`config.mk`:
```
export PLATFORM = sky130hd
export DESIGN_NAME = pdtx_top
export DESIGN_NICKNAME = d
export VERILOG_FILES = /design/src/pdtx_pkg.sv /design/src/pdtx_divider.sv /design/src/pdtx_preamble.sv /design/src/pdtx_top.sv
export SDC_FILE = /design/constraint.sdc
export NUM_CORES = 1
export LEC_CHECK = 0
export BUFFER_PORTS_ARGS = -buffer_cell sky130_fd_sc_hd__buf_2
export CORE_AREA = 2 2 96 98
export CTS_CLUSTER_DIAMETER = 100
export CTS_CLUSTER_SIZE = 12
export DETAILED_ROUTE_END_ITERATION = 7
export DIE_AREA = 0 0 98 100
export PLACE_DENSITY = 0.66
export SETUP_SLACK_MARGIN = 0.5
export SYNTH_ARGS = -nofsm -noshare
export SYNTH_HDL_FRONTEND = slang
export SYNTH_SLANG_ARGS = --single-unit
export TNS_END_PERCENT = 50
```
`constraint.sdc`:
```
create_clock -name i_clock -period 2.43 [get_ports i_clock]
set_clock_uncertainty 0.2 [all_clocks]
set_input_delay 0.1215 -clock i_clock [delete_from_list [all_inputs] [get_ports i_clock]]
set_output_delay 0.1215 -clock i_clock [all_outputs]
set_load 0.05 [all_outputs]
```
`src/pdtx_pkg.sv`:
```
// constants, types and register map of the transmit launch and preamble block
// Operation
// - abort in packet: finish nibble, send end
// - abort in preamble: finish current preamble bit
// - launch bit one starts queued packet transmission
// - hard request in auto mode sends hard reset
// - cable request in auto mode sends cable reset; the code sends hard reset instead when hard is also requested
// - hardware clears launch bit; block reset clears
// - writing zero to launch bit does nothing
// - collision aborts, sets aborted flag, interrupts
// - seven-bit preamble count, default sixty-four
// - preamble always starts with zero bit
package pdtx_pkg;
    // timing
    localparam int unsigned CLK_FREQ_KHZ = 10000;
    localparam int unsigned BIT_RATE_KBPS = 300;
    localparam int unsigned BIT_CYCLES = CLK_FREQ_KHZ / BIT_RATE_KBPS;
    localparam int unsigned SYM_BITS = 5;
    localparam int unsigned SOP_SYMS = 4;
    localparam int unsigned RST_SYMS = 4;

    // register indices, byte address is four times the index
    localparam int unsigned IDX_CTL_A = 32'h0000_1A00;
    localparam int unsigned IDX_LAUNCH = 32'h0000_1A05;
    localparam int unsigned IDX_PREAMBLE = 32'h0000_1A06;
    localparam int unsigned IDX_IRQ_STAT = 32'h0000_1A10;
    localparam int unsigned IDX_IRQ_MASK = 32'h0000_1A11;
    localparam logic [15:0] ADDR_CTL_A = 16'(IDX_CTL_A * 4);
    localparam logic [15:0] ADDR_LAUNCH = 16'(IDX_LAUNCH * 4);
    localparam logic [15:0] ADDR_PREAMBLE = 16'(IDX_PREAMBLE * 4);
    localparam logic [15:0] ADDR_IRQ_STAT = 16'(IDX_IRQ_STAT * 4);
    localparam logic [15:0] ADDR_IRQ_MASK = 16'(IDX_IRQ_MASK * 4);

    // field positions
    localparam int unsigned BIT_MANUAL = 0;
    localparam int unsigned BIT_GO = 0;
    localparam int unsigned BIT_ABORT = 1;
    localparam int unsigned BIT_HARD = 2;
    localparam int unsigned BIT_CABLE = 3;
    localparam int unsigned IRQ_EOP = 0;
    localparam int unsigned IRQ_ABORTED = 1;
    localparam int unsigned IRQ_RST_SENT = 2;
    localparam int unsigned IRQ_W = 3;

    // reset values
    localparam logic [6:0] PREAMBLE_RST = 7'h40;
    localparam logic [IRQ_W-1:0] IRQ_MASK_RST = 3'h0;

    typedef enum logic [2:0]
    {
        ST_IDLE = 3'h0,
        ST_PRE = 3'h1,
        ST_SOP = 3'h3,
        ST_DATA = 3'h2,
        ST_EOP = 3'h6,
        ST_RST = 3'h7
    } pdtx_state_type;

    typedef enum logic [2:0]
    {
        SK_NONE = 3'h0,
        SK_PRE = 3'h1,
        SK_SOP = 3'h2,
        SK_DATA = 3'h3,
        SK_EOP = 3'h4,
        SK_HRST = 3'h5,
        SK_CRST = 3'h6
    } pdtx_kind_type;

    typedef struct packed
    {
        logic valid;
        pdtx_kind_type kind;
        logic [3:0] nibble;
        logic line_bit;
    } pdtx_sym_type;
endpackage

```
`src/pdtx_divider.sv`:
```
// bit-time enable divider
module pdtx_divider
    import pdtx_pkg::*;
#(
    parameter int unsigned DIV = BIT_CYCLES
)
(
    // clock and reset
    input wire logic i_clock,
    input wire logic i_rst_b,
    // control
    input wire logic i_run,
    output logic o_tick
);
    localparam int unsigned CW = (DIV > 1) ? $clog2(DIV) : 1;
    localparam logic [CW-1:0] LAST = CW'(DIV - 1);

    logic [CW-1:0] cnt_r;

    // restarts while idle so the first bit of a frame is full length
    always_ff @(posedge i_clock or negedge i_rst_b)
    begin
        if (!i_rst_b)
            cnt_r <= '0;
        else if (!i_run || cnt_r == LAST)
            cnt_r <= '0;
        else
            cnt_r <= cnt_r + CW'(1);
    end

    assign o_tick = i_run && (cnt_r == LAST);
endmodule

```
`src/pdtx_preamble.sv`:
```
// preamble bit counter and pattern source
module pdtx_preamble
(
    // clock and reset
    input wire logic i_clock,
    input wire logic i_rst_b,
    // control
    input wire logic i_clear,
    input wire logic i_tick,
    input wire logic [6:0] i_len,
    // pattern
    output logic o_bit,
    output logic o_last
);
    logic [6:0] cnt_r;

    always_ff @(posedge i_clock or negedge i_rst_b)
    begin
        if (!i_rst_b)
            cnt_r <= 7'h00;
        else if (i_clear)
            cnt_r <= 7'h00;
        else if (i_tick)
            cnt_r <= cnt_r + 7'h01;
    end

    assign o_bit = cnt_r[0];
    // length zero is not checked and wraps around
    assign o_last = (cnt_r == i_len - 7'h01);
endmodule

```
`src/pdtx_top.sv`:
```
// transmit launch, abort, reset signalling and preamble control
module pdtx_top
    import pdtx_pkg::*;
#(
    parameter int unsigned BIT_DIV = BIT_CYCLES
)
(
    // clock and reset
    input wire logic i_clock,
    input wire logic i_rst_b,
    input wire logic i_pd_block_reset,
    // apb slave
    input wire logic i_psel,
    input wire logic i_penable,
    input wire logic i_pwrite,
    input wire logic [15:0] i_paddr,
    input wire logic [31:0] i_pwdata,
    output logic o_pready,
    output logic [31:0] o_prdata,
    output logic o_pslverr,
    // transmit queue
    input wire logic i_q_valid,
    input wire logic [3:0] i_q_nibble,
    output logic o_q_pop,
    // line side
    input wire logic i_collision,
    output pdtx_sym_type o_sym,
    output logic o_tx_active,
    // interrupt
    output logic o_irq
);
    pdtx_state_type state_r;
    logic go_r, hard_req_r, cable_req_r, hard_sel_r, cable_sel_r;
    logic abort_r, manual_r, pready_r, pslverr_r, q_pop_r, irq_r;
    logic [6:0] pre_len_r;
    logic [IRQ_W-1:0] irq_stat_r, irq_mask_r;
    logic [2:0] sym_cnt_r;
    logic [1:0] grp_cnt_r;
    logic [3:0] nibble_r;
    logic [31:0] prdata_r;
    pdtx_sym_type sym_r;
    logic bit_tick, pre_bit, pre_last, busy, sym_end, grp_last, start;
    logic take_nibble, fin_pre, fin_eop, fin_rst, finish;
    logic wr_en, rd_en, mapped, sw_abort;
    logic [IRQ_W-1:0] irq_set, irq_clr;
    assign busy = (state_r != ST_IDLE);
    pdtx_divider #(
        .DIV(BIT_DIV)
    ) u_div (
        .i_clock(i_clock),
        .i_rst_b(i_rst_b),
        .i_run(busy),
        .o_tick(bit_tick)
    );
    pdtx_preamble u_pre (
        .i_clock(i_clock),
        .i_rst_b(i_rst_b),
        .i_clear(state_r != ST_PRE),
        .i_tick(bit_tick),
        .i_len(pre_len_r),
        .o_bit(pre_bit),
        .o_last(pre_last)
    );
    // apb decode; the access completes on the edge where pready is high
    assign wr_en = i_psel && i_penable && pready_r && i_pwrite;
    assign rd_en = i_psel && !i_penable && !i_pwrite;
    assign mapped = (i_paddr == ADDR_CTL_A) || (i_paddr == ADDR_LAUNCH)
        || (i_paddr == ADDR_PREAMBLE) || (i_paddr == ADDR_IRQ_STAT)
        || (i_paddr == ADDR_IRQ_MASK);
    assign sw_abort = wr_en && (i_paddr == ADDR_LAUNCH)
        && i_pwdata[BIT_ABORT];
    assign sym_end = bit_tick && (sym_cnt_r == 3'(SYM_BITS - 1));
    assign grp_last = (state_r == ST_SOP) ? (grp_cnt_r == 2'(SOP_SYMS - 1))
        : (grp_cnt_r == 2'(RST_SYMS - 1));
    assign start = go_r && !busy && !i_pd_block_reset;
    assign take_nibble = sym_end && !abort_r && i_q_valid
        && (((state_r == ST_SOP) && grp_last) || (state_r == ST_DATA));
    assign fin_pre = (state_r == ST_PRE) && bit_tick && abort_r;
    assign fin_eop = (state_r == ST_EOP) && sym_end;
    assign fin_rst = (state_r == ST_RST) && sym_end && (grp_last || abort_r);
    assign finish = fin_pre || fin_eop || fin_rst;
    always_ff @(posedge i_clock or negedge i_rst_b)
    begin
        if (!i_rst_b)
            abort_r <= 1'b0;
        else if (!busy || i_pd_block_reset)
            abort_r <= 1'b0;
        else if (sw_abort || i_collision)
            abort_r <= 1'b1;
    end

    // frame sequencer
    always_ff @(posedge i_clock or negedge i_rst_b)
    begin
        if (!i_rst_b)
            state_r <= ST_IDLE;
        else if (i_pd_block_reset)
            state_r <= ST_IDLE;
        else
        begin
            case (state_r)
                ST_IDLE:
                    if (start)
                        state_r <= ST_PRE;
                ST_PRE:
                    if (bit_tick)
                    begin
                        if (abort_r)
                            state_r <= ST_IDLE;
                        else if (pre_last)
                            state_r <= (hard_sel_r || cable_sel_r)
                                ? ST_RST : ST_SOP;
                    end
                ST_SOP:
                    if (sym_end && (abort_r || grp_last))
                        state_r <= take_nibble ? ST_DATA : ST_EOP;
                ST_DATA:
                    if (sym_end && !take_nibble)
                        state_r <= ST_EOP;
                ST_EOP:
                    if (sym_end)
                        state_r <= ST_IDLE;
                ST_RST:
                    if (fin_rst)
                        state_r <= ST_IDLE;
                default:
                    state_r <= ST_IDLE;
            endcase
        end
    end

    // bit and symbol counters
    always_ff @(posedge i_clock or negedge i_rst_b)
    begin
        if (!i_rst_b)
        begin
            sym_cnt_r <= 3'h0;
            grp_cnt_r <= 2'h0;
        end
        else if (state_r == ST_IDLE || state_r == ST_PRE)
        begin
            sym_cnt_r <= 3'h0;
            grp_cnt_r <= 2'h0;
        end
        else if (sym_end)
        begin
            sym_cnt_r <= 3'h0;
            grp_cnt_r <= grp_cnt_r + 2'h1;
        end
        else if (bit_tick)
            sym_cnt_r <= sym_cnt_r + 3'h1;
    end

    always_ff @(posedge i_clock or negedge i_rst_b)
    begin
        if (!i_rst_b)
        begin
            hard_sel_r <= 1'b0;
            cable_sel_r <= 1'b0;
        end
        else if (start)
        begin
            hard_sel_r <= hard_req_r && !manual_r;
            cable_sel_r <= cable_req_r && !hard_req_r && !manual_r;
        end
    end

    always_ff @(posedge i_clock or negedge i_rst_b)
    begin
        if (!i_rst_b)
            go_r <= 1'b0;
        else if (i_pd_block_reset || finish)
            go_r <= 1'b0;
        else if (wr_en && (i_paddr == ADDR_LAUNCH) && i_pwdata[BIT_GO])
            go_r <= 1'b1;
    end

    // reset requests also drop when the transfer completes
    always_ff @(posedge i_clock or negedge i_rst_b)
    begin
        if (!i_rst_b)
        begin
            hard_req_r <= 1'b0;
            cable_req_r <= 1'b0;
        end
        else if (i_pd_block_reset || finish)
        begin
            hard_req_r <= 1'b0;
            cable_req_r <= 1'b0;
        end
        else if (wr_en && (i_paddr == ADDR_LAUNCH))
        begin
            hard_req_r <= i_pwdata[BIT_HARD];
            cable_req_r <= i_pwdata[BIT_CABLE];
        end
    end

    always_ff @(posedge i_clock or negedge i_rst_b)
    begin
        if (!i_rst_b)
        begin
            pre_len_r <= PREAMBLE_RST;
            manual_r <= 1'b0;
            irq_mask_r <= IRQ_MASK_RST;
        end
        else if (wr_en)
        begin
            if (i_paddr == ADDR_PREAMBLE)
                pre_len_r <= i_pwdata[6:0];
            if (i_paddr == ADDR_CTL_A)
                manual_r <= i_pwdata[BIT_MANUAL];
            if (i_paddr == ADDR_IRQ_MASK)
                irq_mask_r <= i_pwdata[IRQ_W-1:0];
        end
    end

    // sticky events; a new event wins over a same-cycle clear
    assign irq_set[IRQ_EOP] = fin_eop;
    assign irq_set[IRQ_ABORTED] = busy && (i_collision || sw_abort);
    assign irq_set[IRQ_RST_SENT] = fin_rst;
    assign irq_clr = (wr_en && (i_paddr == ADDR_IRQ_STAT))
        ? i_pwdata[IRQ_W-1:0] : '0;

    always_ff @(posedge i_clock or negedge i_rst_b)
    begin
        if (!i_rst_b)
            irq_stat_r <= '0;
        else
            irq_stat_r <= (irq_stat_r & ~irq_clr) | irq_set;
    end

    always_ff @(posedge i_clock or negedge i_rst_b)
    begin
        if (!i_rst_b)
            irq_r <= 1'b0;
        else
            irq_r <= |(irq_stat_r & irq_mask_r);
    end

    // queue drain, one nibble per symbol
    always_ff @(posedge i_clock or negedge i_rst_b)
    begin
        if (!i_rst_b)
        begin
            q_pop_r <= 1'b0;
            nibble_r <= 4'h0;
        end
        else
        begin
            q_pop_r <= take_nibble;
            if (take_nibble)
                nibble_r <= i_q_nibble;
        end
    end

    // line symbol, one cycle behind the sequencer
    always_ff @(posedge i_clock or negedge i_rst_b)
    begin
        if (!i_rst_b)
            sym_r <= '0;
        else
        begin
            sym_r.valid <= busy;
            sym_r.nibble <= (state_r == ST_DATA) ? nibble_r : 4'h0;
            sym_r.line_bit <= (state_r == ST_PRE) && pre_bit;
            case (state_r)
                ST_PRE:
                    sym_r.kind <= SK_PRE;
                ST_SOP:
                    sym_r.kind <= SK_SOP;
                ST_DATA:
                    sym_r.kind <= SK_DATA;
                ST_EOP:
                    sym_r.kind <= SK_EOP;
                ST_RST:
                    sym_r.kind <= hard_sel_r ? SK_HRST : SK_CRST;
                default:
                    sym_r.kind <= SK_NONE;
            endcase
        end
    end

    // apb answer: no wait states, read data captured in setup
    always_ff @(posedge i_clock or negedge i_rst_b)
    begin
        if (!i_rst_b)
        begin
            pready_r <= 1'b0;
            prdata_r <= 32'h0000_0000;
            pslverr_r <= 1'b0;
        end
        else
        begin
            pready_r <= i_psel && !i_penable;
            pslverr_r <= i_psel && !i_penable && !mapped;
            if (rd_en)
            begin
                prdata_r <= 32'h0000_0000;
                case (i_paddr)
                    ADDR_CTL_A:
                        prdata_r[BIT_MANUAL] <= manual_r;
                    ADDR_LAUNCH:
                    begin
                        prdata_r[BIT_GO] <= go_r;
                        prdata_r[BIT_HARD] <= hard_req_r;
                        prdata_r[BIT_CABLE] <= cable_req_r;
                    end
                    ADDR_PREAMBLE:
                        prdata_r[6:0] <= pre_len_r;
                    ADDR_IRQ_STAT:
                        prdata_r[IRQ_W-1:0] <= irq_stat_r;
                    ADDR_IRQ_MASK:
                        prdata_r[IRQ_W-1:0] <= irq_mask_r;
                    default:
                        prdata_r <= 32'h0000_0000;
                endcase
            end
        end
    end

    assign o_pready = pready_r;
    assign o_prdata = prdata_r;
    assign o_pslverr = pslverr_r;
    assign o_q_pop = q_pop_r;
    assign o_sym = sym_r;
    assign o_tx_active = sym_r.valid;
    assign o_irq = irq_r;
endmodule

```
# Word level (Yosys, flattened, before mapping)
# Index checks and enable logic that the tools add are counted.
# classes
n_addsub,5
n_bitwise,4
muxes,37
eq_ne,22
reduce_logical,66
# op_table
op,n
$eq A16 B15 Y1 const B,5
$mux W3,16
$logic_and A1 B1 Y1,30
$pmux W3 S6,1
$ne A3 B3 Y1 const B,5
$pmux W3 S5,1
$logic_or A1 B1 Y1,14
$mux W7,2
$reduce_bool A2 Y1,5
$eq A3 B3 Y1 const B,3
$logic_not A1 Y1,9
$mux W1,8
$add A7 B1 Y7 const B,1
$eq A7 B7 Y1,1
$reduce_and A7 Y1,1
$sub A7 B1 Y7 const B,1
$add A6 B1 Y6 const B,1
$and A3 B3 Y3,2
$eq A3 B2 Y1 const B,2
$eq A6 B6 Y1 const B,1
$mux W2,3
$mux W6,1
$reduce_and A2 Y1,3
$reduce_bool A3 Y1,2
other kinds (16),16
# word_totals
register_bits,65
inputBits,60
elab_cells,159
output_inout_bits,46

# Depth between registers and ports, before layout
# Gate-level depths: netlist (run 1).
# depth
word_depth,11
mapped_depth,9
depth_no_buf,7

# Cells and area by module
# A second synthesis (run 1) with hierarchy kept.
# hier_totals
cells_unflattened,330
hier_area_um2,3469.6
# by_module_without_submodules
mod,cells_per_inst,instances,seq_area_each_um2,area_each_um2
pdtx_top,246,1,1302.5,2635.0
pdtx_preamble,55,1,175.2,510.5
pdtx_divider,29,1,150.1,324.1

# Worst setup path after synthesis (run 1)
# No wires, ideal clock.
# synth_timing
kind,register to register
from,reg u_div.cnt_r[0]
to,reg nibble_r[0]
arrival_time_ns,2.107
path_buffers,2
synth_period_minus_slack_ns,2.431
stages_incl_launch_ff,9
path_slack_ns,-0.001
setup_time_ns,0.125
required_ns,2.105
path_cell_list,dfrtp_1 -> inv_1 -> ha_1 -> or3b_2 -> clkbuf_1 -> nor2_1 -> and3_1 -> clkbuf_2 -> mux2_2
# synth_between
elab_chain_len,6
# synth_lines
item,line_no,source
start: declaration,pdtx_divider.sv:18,logic [CW-1:0] cnt_r;
start signal: assignment,pdtx_divider.sv:28,cnt_r <= cnt_r + CW'(1);
$eq A6 B6 Y1,pdtx_divider.sv:31,assign o_tick = i_run && (cnt_r == LAST);
$logic_and A1 B1 Y1,pdtx_divider.sv:31,
$logic_and A1 B1 Y1,pdtx_top.sv:72,assign sym_end = bit_tick && (sym_cnt_r == 3'(SYM_BITS - 1));
$logic_and A1 B1 Y1 (2 in series),pdtx_top.sv:76,assign take_nibble = sym_end && !abort_r && i_q_valid
$logic_and A1 B1 Y1,pdtx_top.sv:77,&& (((state_r == ST_SOP) && grp_last) || (state_r == ST_DATA));
net take_nibble,pdtx_top.sv:43,"logic take_nibble, fin_pre, fin_eop, fin_rst, finish;"
end signal: assignment,pdtx_top.sv:252,nibble_r <= i_q_nibble;
end: declaration,pdtx_top.sv:39,logic [3:0] nibble_r;
# The timed path passes the listed nets, and every way through them passes these cells.
# A chain may end at the register's enable or synchronous reset.

# Final worst setup path (run 1)
# layout_timing
from,reg u_div.cnt_r[1]
to,reg state_r[2]
# layout_between
elab_chain_len,10
elab_cells_between_ends,21
classes_between,6 x eq/ne; 4 x mux; 11 x reduce/logical
# layout_lines
item,line_no,source
$eq A6 B6 Y1 (*),pdtx_divider.sv:31,
$logic_and A1 B1 Y1 (*),pdtx_divider.sv:31,
$logic_and A1 B1 Y1,pdtx_top.sv:72,
$logic_and A1 B1 Y1 (2 in series),pdtx_top.sv:76,
$logic_and A1 B1 Y1,pdtx_top.sv:77,
$mux W3 / $logic_not A1 Y1 (equally long branches),"pdtx_top.sv:116, pdtx_top.sv:118",
$mux W3 / $logic_and A1 B1 Y1 (equally long branches),"pdtx_top.sv:115, pdtx_top.sv:118",
$pmux W3 S6 / $ne A3 B3 Y1 (equally long branches),-,
$mux W3 / $reduce_and A7 Y1 (equally long branches),-,
end signal: assignment,pdtx_top.sv:111,state_r <= (hard_sel_r || cable_sel_r)
end signal: assignment,pdtx_top.sv:116,state_r <= take_nibble ? ST_DATA : ST_EOP;
end: declaration,pdtx_top.sv:32,pdtx_state_type state_r;
# Mark *: on every way between the ends. The rest lies on a longest branch, timed or not. The select of a mux whose other input is x is not followed.

==> metrics.cfg, run 1 <==
[status]
run_status = completed

[floorplan]
die_area_um2 = 9800
pin_count = 106
core_region_area_um2 = 8890
die_height_um = 100
placementRows = 35
floorplan.initialDensity = 0.387
die_wd_um = 98

[clock_tree]
htree_levels = 3
number_of_cts_inserted_buffers = 9
insertion_delay_ps = 340
ctsRootBufferMaster = sky130_fd_sc_hd__clkbuf_8
worst_setup_hold_path_clk_slew_ps = 80
cts_tree = yes
clk_path_buf_depth = 2
clock_sink_count = 65

[setup_path]
worstReg2RegEnd = state_r[2]
worst_ep_arrival_time_ps = 2170
end_kind = flop
critical_path.startpoint = u_div.cnt_r[1]
worstPathMaxFanout = 7
r2r_slack_ps = 320
worst-setup-path-type = flop to flop
worst-r2r-cell-count = 7
worst_r2r_startpoint = u_div.cnt_r[1]
endpoint = state_r[2]
worst-endpoint-required_ps = 2490
crit_path_start_kind = flop

[synth]
synthesis.instances = 339
post_synthesis_compound_gate_area_fraction = 0.0935
syn-cell-area_um2 = 3440
synth_top_family_by_area = simple AND/OR/NAND/NOR gates
synth_seq_cells = 65
synth_xor_area_frac = 0.0509
synth_edf_count = 0
post_synth_mux_area_share = 0.0640
syn_avg_cell_area_um2 = 10.1
synthArstFlopShare = 1.00
yosys_warnings = 0
synth.yosys.seq_area_share = 0.473
synth_simple_gate_area_frac = 0.204
synth_cell_types = 56
synth_flop_cell = sky130_fd_sc_hd__dfrtp_1
yosys.area_share.adder = 0.0255

[place]
detailedPlacementHpwl_mm = 5.41
port-buffer-count = 55
post_dp_cell_area_um2 = 3880
finalWeightedCongestion = 0.793

[power_and_ir_drop]
combPwrFrac = 0.135
power.density_nw_per_um2 = 545
sw_frac_of_total = 0.277
internal_power_mw = 1.77
power.ir.vdd_worst_mv = 0.275
share_clk_of_total_power = 0.405
switchingPower_mw = 0.678
share_of_total_power_in_sequential_cells = 0.460
standby_leakage_power_nw = 2.11

[timing]
rsz0062_at_grt = true
maximum_achievable_frequency_ghz = 0.474
fin_setup_tns_ps = 0
final.min_clock_period_ps = 2110
slew_violations = 0
period_share = 0.868
max_slew.worst_pin.slew_ps = 535
finalHoldViolCount = 0
timing.max_slew.rel_slack = 0.643
final_number_of_setup_violating_endpoints = 0

[route]
drt-pass1-iter-count = 4
antenna_left = 0
drt_wl_total_mm = 7.62
drt-initial-drc-count = 121
post_drt_via_cell_ratio = 4.94
drc_errors = 0
via_count = 2714
routedWlPerCell_um = 13.9

[grt]
antenna_found_initial = 0
gr-total-overflow = 0
first_global_vias = 2679
track_usage = 0.161
grt_start_max_net_pins = 26
wire_length_of_the_first_global_routing_pass_mm = 12.6

[run]
max_cap_violations = 0

[finish]
ff_latch_area_um2 = 1630
share_of_cells_above_drive_strength_1 = 0.331
post-route-cell-area_um2 = 4480
finish.net_count = 500
layout_commonest_cell = sky130_fd_sc_hd__dfrtp_1
share_of_the_core_filled_with_cells_in_the_final_layout = 0.504
antennaDiodeCount = 0
n_fill_cell = 827
commonest_cells_after_routing_fill_and_taps_aside = sky130_fd_sc_hd__dfrtp_1 (63), sky130_fd_sc_hd__buf_2 (55), sky130_fd_sc_hd__nor2_1 (32)
multi_input_logic_area_um2 = 1820
syn_to_final_growth_pct = 30.3

[min_path]
hold_path_class = input port to flop

-- flip-flops by register name, indices dropped and copies added, names as in the netlist, 2 cells and up --
signal / count
state_r: 3
u_pre.cnt_r: 7
o_sym: 8
irq_mask_r: 3
grp_cnt_r: 2
sym_cnt_r: 3
u_div.cnt_r: 6
irq_stat_r: 3
pre_len_r: 7
o_prdata: 7
nibble_r: 4
-- synthesized netlist by cell type (2+ instances only) --
cell                       count  share of area
sky130_fd_sc_hd__a211oi_1      2         0.0044
sky130_fd_sc_hd__a21oi_1      12          0.017
sky130_fd_sc_hd__a222oi_1      2         0.0058
sky130_fd_sc_hd__a22o_1        2         0.0051
sky130_fd_sc_hd__a22oi_1       3         0.0065
sky130_fd_sc_hd__a31oi_1       5         0.0091
sky130_fd_sc_hd__and2_1        5         0.0091
sky130_fd_sc_hd__and3_1        7          0.013
sky130_fd_sc_hd__buf_4        28          0.061
sky130_fd_sc_hd__clkbuf_1      8         0.0087
sky130_fd_sc_hd__dfrtp_1      64           0.47
sky130_fd_sc_hd__ha_1          7          0.025
sky130_fd_sc_hd__inv_1        15          0.016
sky130_fd_sc_hd__mux2_2       16          0.052
sky130_fd_sc_hd__mux2i_1       4          0.012
sky130_fd_sc_hd__nand2_1      20          0.022
sky130_fd_sc_hd__nand2b_1      6          0.011
sky130_fd_sc_hd__nand3_1       6         0.0087
sky130_fd_sc_hd__nand3b_1      3         0.0065
sky130_fd_sc_hd__nand4_1       6          0.011
sky130_fd_sc_hd__nand4b_1      2         0.0051
sky130_fd_sc_hd__nor2_1       35          0.038
sky130_fd_sc_hd__nor2b_1       6          0.011
sky130_fd_sc_hd__nor3_1       10          0.015
sky130_fd_sc_hd__nor3_2        2         0.0058
sky130_fd_sc_hd__nor4_1        4         0.0073
sky130_fd_sc_hd__o21ai_0       9          0.013
sky130_fd_sc_hd__o31ai_1       2         0.0044
sky130_fd_sc_hd__or3b_2        2         0.0051
sky130_fd_sc_hd__or4_4         2         0.0065
sky130_fd_sc_hd__xnor2_1      12          0.031
sky130_fd_sc_hd__xor2_1        8          0.020
-- how the worst min path moves through the flow --
stage	cells after the start	slack [ps]	endpoint	startpoint
after CTS	4	10	cable_req_r	i_paddr[3]
after global routing	5	40	o_prdata[0]	i_pwrite
after floorplan	0	-370	abort_r	i_rst_b
after detailed placement	1	-50	o_pslverr	i_rst_b
final	4	40	cable_req_r	i_paddr[3]
after global placement	1	-60	o_pslverr	i_rst_b
-- power by group through the flow --
stage,logic (mW),registers (mW),clock network (mW)
finish,0.331,1.12,0.989
global route,0.355,1.13,1.06
CTS,0.326,1.12,1.01
detailed placement,0.301,1.14,0
global placement,0.297,1.14,0
floorplan,0.195,1.19,0
-- metrics by stage --
| step | setup WS, ps | power (mW) | cells | hold slack [ps] |
|---|---|---|---|---|
| after CTS | 356 | 2.46 | 540 | 13.8 |
| after floorplan | 279 | 1.39 | 363 | -374 |
| after global placement | 162 | 1.44 | 504 | -55.7 |
| after global routing | 249 | 2.55 | 549 | 41.0 |
| final | 322 | 2.44 | 549 | 35.1 |
| after detailed placement | 151 | 1.45 | 504 | -49.2 |
-- cells by family after synthesis --
kind of cell	after synthesis
other cells	1
buf+inv	52
fa+ha+maj	7
xor+xnor	20
simple gates	126
mux	20
compound gates	48
flops	65
-- routing by layer --
metal	wire length [um]	vias up	global-route usage
met2	3910	42	0.266
met3	244	12	0.0279
met1	3330	1339	0.208
met5	0	-	0
met4	142	0	0.0705
li1	-	1321	-
-- repair_timing --
item	CTS	global route
gates resized for setup	10	18
pin swaps	7	12
setup endpoints to repair	28	34
endpoints found under the hold margin	50	0
hold buffers	16	0
setup buffers	4	9
-- cell type report --
type                    count  area share
inverters                  15      0.0126
clock inverters             6      0.0184
multi-input cells         246       0.406
repair buffers             96       0.140
clock buffers              10      0.0285
well taps                 111      0.0310
flip-flops and latches     65       0.363
-- critical path, cell delays in order (launching register included) --
cell	delay, ps
sky130_fd_sc_hd__dfrtp_1	390
sky130_fd_sc_hd__inv_2	70
sky130_fd_sc_hd__ha_4	110
sky130_fd_sc_hd__or3b_4	460
sky130_fd_sc_hd__or3b_4	420
sky130_fd_sc_hd__a21oi_2	140
sky130_fd_sc_hd__o2111ai_1	110
sky130_fd_sc_hd__o22ai_1	120
No activity file was read; power rests on OpenSTA's default activity.
==> inputs of run 2 (changes only) <==
--- a/config.mk
+++ b/config.mk
@@ -11,6 +11,7 @@
 export CTS_CLUSTER_SIZE = 12
 export DETAILED_ROUTE_END_ITERATION = 7
 export DIE_AREA = 0 0 98 100
+export MAX_ROUTING_LAYER = met4
 export PLACE_DENSITY = 0.66
 export SETUP_SLACK_MARGIN = 0.5
 export SYNTH_ARGS = -nofsm -noshare
==> run 2 against run 1 <==
Worst setup slack worse by 1.7 ps. Worst hold slack barely moved. Total power grew 0.13%. Sequential power is essentially flat. First-iteration DRC count increased by 1.7%. Global-route usage increased by 0.47 points. Combinational power is essentially flat.
==> metrics.cfg, run 2 (same netlist as run 1, synthesis figures left out) <==
[setup_path]
path_delay_family = simple AND/OR/NAND/NOR gates  ; unchanged
critical_path.startpoint = u_div.cnt_r[1]  ; unchanged
worst-setup-path-type = flop to flop  ; unchanged
worstPathMaxFanout = 7  ; unchanged
endpoint = state_r[2]  ; unchanged
worst-r2r-cell-count = 7  ; unchanged
timing.critical_path.cells = inv_2 -> ha_4 -> or3b_4 -> or3b_4 -> a21oi_2 -> o2111ai_1 -> o22ai_1  ; unchanged
r2r_slack_ps = 320  ; about the same
path_buf_inv = 1  ; unchanged
worst-endpoint-required_ps = 2490  ; about the same
cp_slowest_cell = sky130_fd_sc_hd__or3b_4  ; unchanged
worstReg2RegEnd = state_r[2]  ; unchanged
crit_path_start_kind = flop  ; unchanged
cp_slowest_stage_delay_ps = 470  ; was 460 ps
worst_r2r_startpoint = u_div.cnt_r[1]  ; unchanged
critical_path_cell_count = 7  ; unchanged
end_kind = flop  ; unchanged
worst_ep_arrival_time_ps = 2170  ; about the same
cp_common_cell = sky130_fd_sc_hd__or3b_4  ; unchanged

[timing]
maximum_achievable_frequency_ghz = 0.474  ; about the same
max_slew.worst_pin.slew_ps = 545  ; was 535 ps
timing.max_slew.rel_slack = 0.637  ; was 0.643
postLayoutSetupSlackWorst_ps = 320  ; was 322 ps
period_share = 0.868  ; about the same
finalHoldViolCount = 0  ; unchanged
rsz0062_at_grt = true  ; unchanged
final_number_of_setup_violating_endpoints = 0  ; unchanged
final.min_clock_period_ps = 2110  ; about the same
fin_setup_tns_ps = 0  ; unchanged
slew_violations = 0  ; unchanged
holdWs_ps = 34.9  ; was 35.1 ps

[finish]
commonest_cells_after_routing_fill_and_taps_aside = sky130_fd_sc_hd__dfrtp_1 (63), sky130_fd_sc_hd__buf_2 (55), sky130_fd_sc_hd__nor2_1 (32)  ; unchanged
antennaDiodeCount = 0  ; unchanged
post-route-cell-area_um2 = 4480  ; unchanged
ff_latch_area_um2 = 1630  ; unchanged
multi_input_logic_area_um2 = 1820  ; unchanged
syn_to_final_growth_pct = 30.3  ; unchanged
n_fill_cell = 827  ; unchanged
finish.net_count = 500  ; unchanged
share_of_cells_above_drive_strength_1 = 0.331  ; unchanged
layout_commonest_cell = sky130_fd_sc_hd__dfrtp_1  ; unchanged
largest_register_ff_count = 8  ; unchanged

[grt]
wire_length_of_the_first_global_routing_pass_mm = 12.6  ; about the same
grt_start_max_net_pins = 26  ; unchanged
gr-total-overflow = 0  ; unchanged
track_usage = 0.165  ; was 0.161
first_global_vias = 2677  ; was 2679
antenna_found_initial = 0  ; unchanged

[power_and_ir_drop]
total_power_mw = 2.45  ; was 2.44 mW
standby_leakage_power_nw = 2.11  ; unchanged
switchingPower_mw = 0.681  ; was 0.678 mW
power.ir.vdd_worst_mv = 0.274  ; was 0.275 mV
share_clk_of_total_power = 0.405  ; about the same
sw_frac_of_total = 0.278  ; was 0.277
power.density_nw_per_um2 = 546  ; was 545 nW/um2
internal_power_mw = 1.77  ; about the same
share_of_total_power_in_sequential_cells = 0.459  ; was 0.460
combPwrFrac = 0.135  ; about the same

[floorplan]
placementRows = 35  ; unchanged
die_height_um = 100  ; unchanged
pin_count = 106  ; unchanged
die_wd_um = 98  ; unchanged
floorplan.initialDensity = 0.387  ; unchanged
die_area_um2 = 9800  ; unchanged
core_region_area_um2 = 8890  ; unchanged

[clock_tree]
insertion_delay_ps = 340  ; about the same
number_of_cts_inserted_buffers = 9  ; unchanged
clk_path_buf_depth = 2  ; unchanged
worst_setup_hold_path_clk_slew_ps = 80  ; about the same
clock_sink_count = 65  ; unchanged
cts_tree = yes  ; unchanged
htree_levels = 3  ; unchanged
ctsRootBufferMaster = sky130_fd_sc_hd__clkbuf_8  ; unchanged

[min_path]
holdPathStages = 4  ; unchanged
hold_path_class = input port to flop  ; unchanged

[place]
port-buffer-count = 55  ; unchanged
post_dp_cell_area_um2 = 3880  ; unchanged
detailedPlacementHpwl_mm = 5.41  ; unchanged
finalWeightedCongestion = 0.805  ; was 0.793
place_worst_setup_slack_ps = 151  ; unchanged

[route]
via_count = 2723  ; was 2714
drt_wl_total_mm = 7.66  ; was 7.62 mm
drc_errors = 0  ; unchanged
drt-initial-drc-count = 123  ; was 121
antenna_left = 0  ; unchanged
post_drt_via_cell_ratio = 4.96  ; was 4.94
routedWlPerCell_um = 14.0  ; was 13.9 um
drt-pass1-iter-count = 4  ; unchanged

[run]
max_cap_violations = 0  ; unchanged

[status]
run_status = completed  ; unchanged

==> run 2: metrics by stage <==
step,instances,utilization
6_report,549,0.504
5_1_grt,549,0.504
4_1_cts,540,0.486
3_5_place_dp,504,0.436
3_3_place_gp,504,0.436
2_1_floorplan,363,-
==> run 2: metal layers <==
metal / routed length [um] / track usage
met1: 3360 / 0.209
met2: 3900 / 0.266
met3: 258 / 0.0265
met4: 142 / 0.0705
met5: 0 / -
==> run 2: how the worst min path moves through the flow <==
stage                    start           to  slack (ps)
floorplan              i_rst_b      abort_r        -370
global placement       i_rst_b    o_pslverr         -60
detailed placement     i_rst_b    o_pslverr         -50
CTS                 i_paddr[3]  cable_req_r          10
global route          i_pwrite  o_prdata[0]          40
finish              i_paddr[3]  cable_req_r          30
==> run 2: worst min-delay path, stage by stage <==
cell	delay, ps
sky130_fd_sc_hd__buf_2	140
sky130_fd_sc_hd__nor4_4	80
sky130_fd_sc_hd__mux2i_1	140
sky130_fd_sc_hd__nor2_1	50
==> run 2: power by group through the flow <==
stage	logic [mW]	clock network (mW)	registers [mW]
2_1_floorplan	0.195	0	1.19
3_3_place_gp	0.297	0	1.14
3_5_place_dp	0.301	0	1.14
4_1_cts	0.326	1.01	1.12
5_1_grt	0.355	1.06	1.13
6_report	0.331	0.992	1.12
==> run 2: what timing repair did <==
action,4_1_cts,5_1_grt
hold buffers,16,0
pin swaps,7,12
endpoints found under the setup margin,28,34
setup buffers,4,9
resized for setup,10,18
endpoints found under the hold margin,50,0
==> run 2: area by class of cell <==
cell class / instances / share of cell area
multi-input cells: 246 / 0.406
flip-flops and latches: 65 / 0.363
repair buffers: 96 / 0.140
well taps: 111 / 0.0310
clock buffers: 10 / 0.0285
clock inverters: 6 / 0.0184
inverters: 15 / 0.0126
